<file path="config.mk">
export PLATFORM = sky130hd
export DESIGN_NAME = pwmu_top
export DESIGN_NICKNAME = d
export VERILOG_FILES = /design/src/pwmu_top.v /design/src/pwmu_channel.v
export VERILOG_INCLUDE_DIRS = /design/src
export SDC_FILE = /design/constraint.sdc
export NUM_CORES = 1
export LEC_CHECK = 0
export ABC_AREA = 1
export BUFFER_PORTS_ARGS = -buffer_cell sky130_fd_sc_hd__buf_2
export CAP_MARGIN = 20
export CELL_PAD_IN_SITES_DETAIL_PLACEMENT = 0
export CELL_PAD_IN_SITES_GLOBAL_PLACEMENT = 1
export CORE_ASPECT_RATIO = 1.1
export CORE_MARGIN = 3
export CORE_UTILIZATION = 36
export CTS_BUF_LIST = sky130_fd_sc_hd__clkbuf_2
export DETAILED_ROUTE_END_ITERATION = 8
export MAX_ROUTING_LAYER = met4
export PLACE_DENSITY = 0.68
export SLEW_MARGIN = 20
export SYNTH_ARGS = -nofsm -noshare
export SYNTH_HDL_FRONTEND = slang
export SYNTH_SLANG_ARGS = --single-unit
</file>
<file path="constraint.sdc">
create_clock -name aclk -period 2.6 [get_ports aclk]
set_input_delay 0.26 -clock aclk [delete_from_list [all_inputs] [get_ports aclk]]
set_output_delay 0.26 -clock aclk [all_outputs]
set_load 0.01 [all_outputs]
</file>
<file path="src/pwmu_regs.vh">
// Register map, field layout and reset values of the four-channel modulator unit
`ifndef PWMU_REGS_VH
`define PWMU_REGS_VH

`define PWMU_ADDR_W 8
`define PWMU_CH_STRIDE 8'h10
`define PWMU_START_OFF 8'h00
`define PWMU_CMP_OFF 8'h04
`define PWMU_LIVE_OFF 8'h08
`define PWMU_CFG_OFF 8'h40
`define PWMU_ROUTE_OFF 8'h44

`define PWMU_CNT_W 10
`define PWMU_CFG_W 12
`define PWMU_CFG_EN_LSB 0
`define PWMU_CFG_CLK_LSB 4
`define PWMU_CFG_PH_LSB 8

`define PWMU_START_RST 10'h000
`define PWMU_CMP_RST 10'h200
`define PWMU_CFG_RST 12'h000
`define PWMU_ROUTE_RST 4'h0

`define PWMU_KIND_START 2'h0
`define PWMU_KIND_CMP 2'h1
`define PWMU_KIND_LIVE 2'h2
`define PWMU_KIND_GLOBAL 2'h3

`define PWMU_RESP_OKAY 2'h0
`define PWMU_RESP_SLVERR 2'h2

`endif

</file>
<file path="src/pwmu_top.v">
// Four-channel modulator unit with AXI4-Lite register access and LED pin drive
//
// Operation
// - Four independent modulator channels each make their own waveform.
// - Each channel holds a 10-bit starting count that software writes and reads back.
// - Each channel holds a 10-bit compare value, read and write, where its output flips.
// - Each channel's live 10-bit counter is read-only; writes to it do nothing.
// - One 12-bit read/write configuration register is shared by all four channels.
// - The configuration holds an enable per channel so each is set up on its own.
// - The configuration holds a clock select per channel and the counter runs on it.
// - The configuration holds a phase bit per channel that inverts that channel's waveform.
// - The four channel outputs can be routed to the four high-current LED pins.
// - On clock select 0, counting is paced by the shared 128 kHz low-power peripheral oscillator.
// - The peripheral clock request is high only while some channel is enabled.
//
// The AXI4-Lite slave port and the address map were decided locally.
`include "pwmu_regs.vh"

module pwmu_top #(
  parameter NUM_CH = 4,
  parameter CNT_W = `PWMU_CNT_W
) (
  input wire aclk,
  input wire aresetn,
  input wire [`PWMU_ADDR_W-1:0] s_axi_awaddr,
  input wire [2:0] s_axi_awprot,
  input wire s_axi_awvalid,
  output wire s_axi_awready,
  input wire [31:0] s_axi_wdata,
  input wire [3:0] s_axi_wstrb,
  input wire s_axi_wvalid,
  output wire s_axi_wready,
  output wire [1:0] s_axi_bresp,
  output wire s_axi_bvalid,
  input wire s_axi_bready,
  input wire [`PWMU_ADDR_W-1:0] s_axi_araddr,
  input wire [2:0] s_axi_arprot,
  input wire s_axi_arvalid,
  output wire s_axi_arready,
  output wire [31:0] s_axi_rdata,
  output wire [1:0] s_axi_rresp,
  output wire s_axi_rvalid,
  input wire s_axi_rready,
  input wire lpo_clk_in,
  output wire lpo_clk_req,
  output wire [NUM_CH-1:0] led_pin_out,
  output wire [NUM_CH-1:0] led_pin_oe_n
);

  // Decode of a byte address: {valid, kind[1:0], index[1:0]}
  function [4:0] dec_addr;
    input [`PWMU_ADDR_W-1:0] a;
    reg [`PWMU_ADDR_W-1:0] low;
    begin
      low = a & (`PWMU_CH_STRIDE - 8'h01);
      dec_addr = 5'h00;
      if (a == `PWMU_CFG_OFF) begin
        dec_addr = {1'b1, `PWMU_KIND_GLOBAL, 2'h0};
      end else if (a == `PWMU_ROUTE_OFF) begin
        dec_addr = {1'b1, `PWMU_KIND_GLOBAL, 2'h1};
      end else if (a < `PWMU_CH_STRIDE * NUM_CH) begin
        if (low == `PWMU_START_OFF) begin
          dec_addr = {1'b1, `PWMU_KIND_START, a[5:4]};
        end else if (low == `PWMU_CMP_OFF) begin
          dec_addr = {1'b1, `PWMU_KIND_CMP, a[5:4]};
        end else if (low == `PWMU_LIVE_OFF) begin
          dec_addr = {1'b1, `PWMU_KIND_LIVE, a[5:4]};
        end
      end
    end
  endfunction

  // Byte-lane merge of write data into a stored word
  function [31:0] lane_merge;
    input [31:0] old;
    input [31:0] data;
    input [3:0] strb;
    integer i;
    begin
      lane_merge = old;
      for (i = 0; i < 4; i = i + 1) begin
        if (strb[i]) begin
          lane_merge[i*8 +: 8] = data[i*8 +: 8];
        end
      end
    end
  endfunction

  // Software-visible state
  reg [CNT_W-1:0] start_ff [0:NUM_CH-1];
  reg [CNT_W-1:0] cmp_ff [0:NUM_CH-1];
  reg [`PWMU_CFG_W-1:0] cfg_ff;
  reg [NUM_CH-1:0] route_ff;

  // Bus handshake state
  reg awready_ff;
  reg wready_ff;
  reg [`PWMU_ADDR_W-1:0] awaddr_ff;
  reg aw_held_ff;
  reg [31:0] wdata_ff;
  reg [3:0] wstrb_ff;
  reg w_held_ff;
  reg bvalid_ff;
  reg [1:0] bresp_ff;
  reg arready_ff;
  reg rvalid_ff;
  reg [31:0] rdata_ff;
  reg [1:0] rresp_ff;

  // Oscillator edge detect and pin drive
  reg lpo_prev_ff;
  reg lpo_tick_ff;
  reg lpo_req_ff;
  reg [NUM_CH-1:0] pin_out_ff;
  reg [NUM_CH-1:0] pin_oe_n_ff;

  wire [NUM_CH-1:0] ch_en = cfg_ff[`PWMU_CFG_EN_LSB +: NUM_CH];
  wire [NUM_CH-1:0] ch_clk_sel = cfg_ff[`PWMU_CFG_CLK_LSB +: NUM_CH];
  wire [NUM_CH-1:0] ch_phase = cfg_ff[`PWMU_CFG_PH_LSB +: NUM_CH];
  wire [NUM_CH-1:0] ch_wave;
  wire [CNT_W-1:0] ch_count [0:NUM_CH-1];

  wire aw_take = s_axi_awvalid & awready_ff;
  wire w_take = s_axi_wvalid & wready_ff;
  wire wr_fire = aw_held_ff & w_held_ff & ~bvalid_ff;
  wire [4:0] wr_dec = dec_addr(awaddr_ff);
  // Write data merged by byte lane into each register's current contents
  wire [31:0] start_merge = lane_merge({22'h0, start_ff[wr_dec[1:0]]}, wdata_ff, wstrb_ff);
  wire [31:0] cmp_merge = lane_merge({22'h0, cmp_ff[wr_dec[1:0]]}, wdata_ff, wstrb_ff);
  wire [31:0] cfg_merge = lane_merge({20'h0, cfg_ff}, wdata_ff, wstrb_ff);
  wire [31:0] route_merge = lane_merge({28'h0, route_ff}, wdata_ff, wstrb_ff);
  wire ar_take = s_axi_arvalid & arready_ff;
  wire [4:0] rd_dec = dec_addr(s_axi_araddr);

  // Rising edge of the low-power oscillator paces counters on clock select 0
  always @(posedge aclk) begin
    if (!aresetn) begin
      lpo_prev_ff <= 1'b0;
      lpo_tick_ff <= 1'b0;
    end else begin
      lpo_prev_ff <= lpo_clk_in;
      lpo_tick_ff <= lpo_clk_in & ~lpo_prev_ff;
    end
  end

  // Oscillator is requested while any channel is enabled, whatever its clock select
  always @(posedge aclk) begin
    if (!aresetn) begin
      lpo_req_ff <= 1'b0;
    end else begin
      lpo_req_ff <= |ch_en;
    end
  end

  genvar g;
  generate
    for (g = 0; g < NUM_CH; g = g + 1) begin : g_ch
      // Select 0: oscillator tick; select 1: every system clock
      wire ch_tick = ch_clk_sel[g] ? 1'b1 : lpo_tick_ff;

      pwmu_channel #(
        .CNT_W(CNT_W)
      ) u_ch (
        .aclk(aclk),
        .aresetn(aresetn),
        .enable(ch_en[g]),
        .tick(ch_tick),
        .invert(ch_phase[g]),
        .start_val(start_ff[g]),
        .cmp_val(cmp_ff[g]),
        .count(ch_count[g]),
        .wave(ch_wave[g])
      );
    end
  endgenerate

  // Routed pin is driven (enable low); unrouted pin is released
  always @(posedge aclk) begin
    if (!aresetn) begin
      pin_out_ff <= {NUM_CH{1'b0}};
      pin_oe_n_ff <= {NUM_CH{1'b1}};
    end else begin
      pin_out_ff <= ch_wave & route_ff;
      pin_oe_n_ff <= ~route_ff;
    end
  end

  // Write address and data are accepted independently, one of each at a time
  always @(posedge aclk) begin
    if (!aresetn) begin
      awready_ff <= 1'b0;
      wready_ff <= 1'b0;
      aw_held_ff <= 1'b0;
      w_held_ff <= 1'b0;
      awaddr_ff <= {`PWMU_ADDR_W{1'b0}};
      wdata_ff <= 32'h00000000;
      wstrb_ff <= 4'h0;
    end else begin
      awready_ff <= ~aw_held_ff & ~aw_take & ~wr_fire;
      wready_ff <= ~w_held_ff & ~w_take & ~wr_fire;
      if (aw_take) begin
        aw_held_ff <= 1'b1;
        awaddr_ff <= s_axi_awaddr;
      end else if (wr_fire) begin
        aw_held_ff <= 1'b0;
      end
      if (w_take) begin
        w_held_ff <= 1'b1;
        wdata_ff <= s_axi_wdata;
        wstrb_ff <= s_axi_wstrb;
      end else if (wr_fire) begin
        w_held_ff <= 1'b0;
      end
    end
  end

  // Register update and write response
  integer k;
  always @(posedge aclk) begin
    if (!aresetn) begin
      for (k = 0; k < NUM_CH; k = k + 1) begin
        start_ff[k] <= `PWMU_START_RST;
        cmp_ff[k] <= `PWMU_CMP_RST;
      end
      cfg_ff <= `PWMU_CFG_RST;
      route_ff <= `PWMU_ROUTE_RST;
      bvalid_ff <= 1'b0;
      bresp_ff <= `PWMU_RESP_OKAY;
    end else begin
      if (wr_fire) begin
        bvalid_ff <= 1'b1;
        bresp_ff <= wr_dec[4] ? `PWMU_RESP_OKAY : `PWMU_RESP_SLVERR;
        if (wr_dec[4]) begin
          case (wr_dec[3:2])
            `PWMU_KIND_START: begin
              start_ff[wr_dec[1:0]] <= start_merge[CNT_W-1:0];
            end
            `PWMU_KIND_CMP: begin
              cmp_ff[wr_dec[1:0]] <= cmp_merge[CNT_W-1:0];
            end
            `PWMU_KIND_LIVE: begin
              // Live counter is read-only: write is acknowledged and dropped
            end
            default: begin
              if (wr_dec[1:0] == 2'h0) begin
                cfg_ff <= cfg_merge[`PWMU_CFG_W-1:0];
              end else begin
                route_ff <= route_merge[NUM_CH-1:0];
              end
            end
          endcase
        end
      end else if (bvalid_ff & s_axi_bready) begin
        bvalid_ff <= 1'b0;
      end
    end
  end

  // Read channel: one read at a time, data registered with the valid
  always @(posedge aclk) begin
    if (!aresetn) begin
      arready_ff <= 1'b0;
      rvalid_ff <= 1'b0;
      rdata_ff <= 32'h00000000;
      rresp_ff <= `PWMU_RESP_OKAY;
    end else begin
      if (ar_take) begin
        arready_ff <= 1'b0;
        rvalid_ff <= 1'b1;
        rresp_ff <= rd_dec[4] ? `PWMU_RESP_OKAY : `PWMU_RESP_SLVERR;
        rdata_ff <= 32'h00000000;
        if (rd_dec[4]) begin
          case (rd_dec[3:2])
            `PWMU_KIND_START: rdata_ff <= {22'h0, start_ff[rd_dec[1:0]]};
            `PWMU_KIND_CMP: rdata_ff <= {22'h0, cmp_ff[rd_dec[1:0]]};
            `PWMU_KIND_LIVE: rdata_ff <= {22'h0, ch_count[rd_dec[1:0]]};
            default: begin
              if (rd_dec[1:0] == 2'h0) begin
                rdata_ff <= {20'h0, cfg_ff};
              end else begin
                rdata_ff <= {28'h0, route_ff};
              end
            end
          endcase
        end
      end else if (rvalid_ff & s_axi_rready) begin
        rvalid_ff <= 1'b0;
        arready_ff <= 1'b1;
      end else if (~rvalid_ff) begin
        arready_ff <= 1'b1;
      end
    end
  end

  assign s_axi_awready = awready_ff;
  assign s_axi_wready = wready_ff;
  assign s_axi_bvalid = bvalid_ff;
  assign s_axi_bresp = bresp_ff;
  assign s_axi_arready = arready_ff;
  assign s_axi_rvalid = rvalid_ff;
  assign s_axi_rdata = rdata_ff;
  assign s_axi_rresp = rresp_ff;
  assign lpo_clk_req = lpo_req_ff;
  assign led_pin_out = pin_out_ff;
  assign led_pin_oe_n = pin_oe_n_ff;

endmodule

</file>
<file path="src/pwmu_channel.v">
// One modulator channel: reloading counter and compare-driven output level
`include "pwmu_regs.vh"

module pwmu_channel #(
  parameter CNT_W = `PWMU_CNT_W
) (
  input wire aclk,
  input wire aresetn,
  input wire enable,
  input wire tick,
  input wire invert,
  input wire [CNT_W-1:0] start_val,
  input wire [CNT_W-1:0] cmp_val,
  output wire [CNT_W-1:0] count,
  output wire wave
);

  localparam [CNT_W-1:0] CNT_MAX = {CNT_W{1'b1}};

  reg [CNT_W-1:0] cnt_ff;
  reg [CNT_W-1:0] nxt_cnt;
  reg level_ff;
  reg nxt_level;
  reg wave_ff;

  always @* begin
    nxt_cnt = cnt_ff;
    nxt_level = level_ff;
    if (!enable) begin
      // Idle channel parks on its starting value so enabling starts a clean period
      nxt_cnt = start_val;
      nxt_level = 1'b1;
    end else if (tick) begin
      if (cnt_ff == CNT_MAX) begin
        nxt_cnt = start_val;
        nxt_level = 1'b1;
      end else begin
        nxt_cnt = cnt_ff + {{(CNT_W-1){1'b0}}, 1'b1};
      end
      if (nxt_cnt == cmp_val) begin
        nxt_level = 1'b0;
      end
    end
  end

  always @(posedge aclk) begin
    if (!aresetn) begin
      cnt_ff <= `PWMU_START_RST;
      level_ff <= 1'b1;
      wave_ff <= 1'b0;
    end else begin
      cnt_ff <= nxt_cnt;
      level_ff <= nxt_level;
      // Disabled channel rests low; phase bit inverts the waveform
      wave_ff <= enable & (nxt_level ^ invert);
    end
  end

  assign count = cnt_ff;
  assign wave = wave_ff;

endmodule

</file>
==> impl_metrics.ini <==
[yosys]
netlist_instances = 1576
synth_top_area_share_pct = 21.29
synth_seq_area_share_pct = 42.22
ys_top_cells_by_area = edfxtp_1, dfxtp_1, nand2_1
syn-cell-area_sq_um = 11290
ys.flop_type = dfxtp_1
synth_seq_cells = 198
synth_largest_area_cell = edfxtp_1
yosysUniqueCellTypes = 48
synth_warnings = 0
async_flop_share_pct = 0
avgSynthCellArea_sq_um = 7.161
synth_edf_count = 80

[critical_path]
startpoint = s_axi_araddr[6]
ff2ff_setup_slack_ns = 0.26
cp_max_fo = 30
worstSetupPathType = in -> reg
cp_common_cell = nor2_1
end_kind = flop
rr_worst_depth = 11
startpoint_type = input pin
slowest_delay_ns = 0.64
arrival_ns = 3.30
worstPathRequired_ns = 3.36
crit_slowest_cell = dlygate4sd3_1
crit_path_cell_trace = dlygate4sd3_1 -> buf_2 -> nor2_1 -> dlygate4sd3_1 -> nand2_1 -> nor2_1 -> nand2_1 -> o21ai_4 -> buf_4 -> o21ai_0 -> a21oi_1 -> o21ai_0 -> nor2_1 -> o21ai_1
regToRegStartpoint = awaddr_ff[0]$_SDFFE_PN0P_

[job]
max_cap_violations = 0

[clock_network]
htreeDepth = 4
clkSinkCount = 198
cts.path.max_buffers = 2
cts_root_buf = clkbuf_2
cts.reportedPaths.clkPinSlew_ns = 0.31
clk_latency_ns = 0.85
numCtsBuffers = 17
cts_tree = done

[global_route]
grt_start_max_net_pins = 65
grt_pass1_vias = 10040
grt_pass1_wl_mm = 59.02
track_usage_pct = 23.95
antenna_found_initial = 1
overflow = 0

[placement]
placed_cells = 2068
dpl.hpwl_mm = 30.35
port_buffers = 65
gp_congestion = 0.8999
place_worst_setup_slack_ns = 0.1233

[sta]
fin_crit_ns = 2.539
worst_slack_ns = 0.06147
timing.fmax_mhz = 393.9
report.final.slew_viol_count = 0
finalSetupViolations = 0
worst_pin_slew_ns = 1.085
slew_headroom_pct = 27.41
period_share_pct = 97.64
skew_ns = 0.05445
rsz0062_at_grt = no
hold_slack_ns = 0.06863
setup_tns_ns = 0
finalHoldViolations = 0

[layout]
area_growth_pct = 15.63
final_common_cell = nand2_1
fill_cells = 3352
instances_no_fill = 2144
drive_above_1_share_pct = 14.17
layout_common_cells = nand2_1, inv_1, nor2_1
layout.nets = 1786
fin_util_pct = 42.53

[routing]
wire_per_inst_microns = 18.16
postRouteAntennaNets = 0
vias = 10690
via_per_inst = 4.986
drcViolationCount = 0
drtIter0Drc = 822
firstDrtPassIters = 6
wl_mm = 38.94

[floorplan]
start_util_pct = 36.78
ios = 116
num_rows = 67
die_area_sq_um = 33510
core-area_sq_um = 30680
die_h_microns = 191.7
die_w_microns = 174.8

[pwr]
powerDensity_nw_per_um2 = 442.7
power_leakage_nw = 5.772
ir_drop_uv = 325.6

[min_path]
hold_path.class = in -> reg
min_from = s_axi_araddr[2]
hold_depth = 7

[outcome]
status = complete, no violations
==> synth_stat cells, types with 2 or more instances <==
cell type / n
buf_6: 2
a31oi_1: 42
nor2_2: 9
xor2_1: 7
o21ai_1: 16
nand3_1: 128
nor2_4: 8
nand2_2: 5
nor3_4: 2
edfxtp_1: 80
nor2_1: 152
inv_2: 12
a21oi_1: 67
nand3_2: 8
nand4_1: 21
or2_1: 2
buf_2: 8
ha_1: 4
o21ai_0: 65
dfxtp_1: 118
nor3_1: 8
o21bai_1: 4
nand2_1: 476
o21ai_2: 5
inv_1: 168
clkbuf_1: 38
nor4_1: 2
nand3b_1: 17
or2_2: 6
buf_4: 26
o211ai_1: 37
xnor2_1: 7
o31ai_1: 2
nand2_4: 10
==> metrics by stage <==
| step | instance area (sq um) | power, mW |
|---|---|---|
| after floorplan | 11360 | 3.863 |
| after global placement | 12320 | 4.089 |
| after detailed placement | 12320 | 4.093 |
| after CTS | 13020 | 5.817 |
| after global routing | 13050 | 6.024 |
| final | 13050 | 5.778 |
==> report_power, final <==
group	leakage, nW	internal, mW	switching (mW)
registers	1.78	3.34	0.114
logic	3.85	0.233	0.411
clock network	0.149	0.412	1.27
==> flip-flops by register name, summed over array words and instances, names as in the netlist, 8 cells and up <==
signal	flops
cmp_ff	40
g_ch.u_ch.count	40
start_ff	40
cfg_ff	12
s_axi_rdata	12
wdata_ff	12
awaddr_ff	8
==> worst max-delay path: cells and delay by family <==
family | cells | cell delay [ns]
and+or+nand+nor | 5 | 0.75
AOI/OAI and AO/OA | 5 | 0.67
buffers and inverters | 4 | 1.61
==> kinds of logic after synthesis <==
family / after synthesis / share of synthesized area (%)
and+or+nand+nor: 856 / 33.58
buffers and inverters: 259 / 9.867
AOI/OAI and AO/OA: 244 / 12.77
DFF: 198 / 42.22
xor gates and xnor gates: 14 / 1.086
adders and majority gates: 4 / 0.4435
other: 1 / 0.03323
==> final timing paths <==
path                                  to
min reg2reg    led_pin_out[3]$_SDFF_PN0_
max reg2reg   cmp_ff[0][6]$_SDFFCE_PN0P_
max          s_axi_rdata[2]$_SDFFE_PN0P_
min          s_axi_rresp[1]$_SDFFE_PN0P_
==> timing repair <==
action	CTS	global route
hold buffers	43	0
setup endpoints to repair	0	26
endpoints found under the hold margin	50	0
setup buffers	0	0
gates resized for setup	0	8
==> layout make-up <==
type	instances	area, sq um	area share [%]
Multi-Input combinational cell	1140	5515	42.26
Timing Repair Buffer	177	1294	9.914
Tap cell	414	518.0	3.969
Sequential cell	198	4767	36.53
Clock buffer	17	85.08	0.6520
Antenna cell	1	2.502	0.01918
Inverter	182	684.4	5.244
Clock inverter	15	183.9	1.409
==> per-layer routing <==
| metal | up-vias | GRT usage (%) | wire, microns |
|---|---|---|---|
| li1 | 5415 | - | - |
| met1 | 4894 | 31.76 | 17710 |
| met2 | 332 | 39.37 | 18470 |
| met3 | 49 | 2.471 | 1834 |
| met4 | 0 | 6.446 | 935 |
| met5 | - | - | 0 |
(Power assumes the default switching activity.)
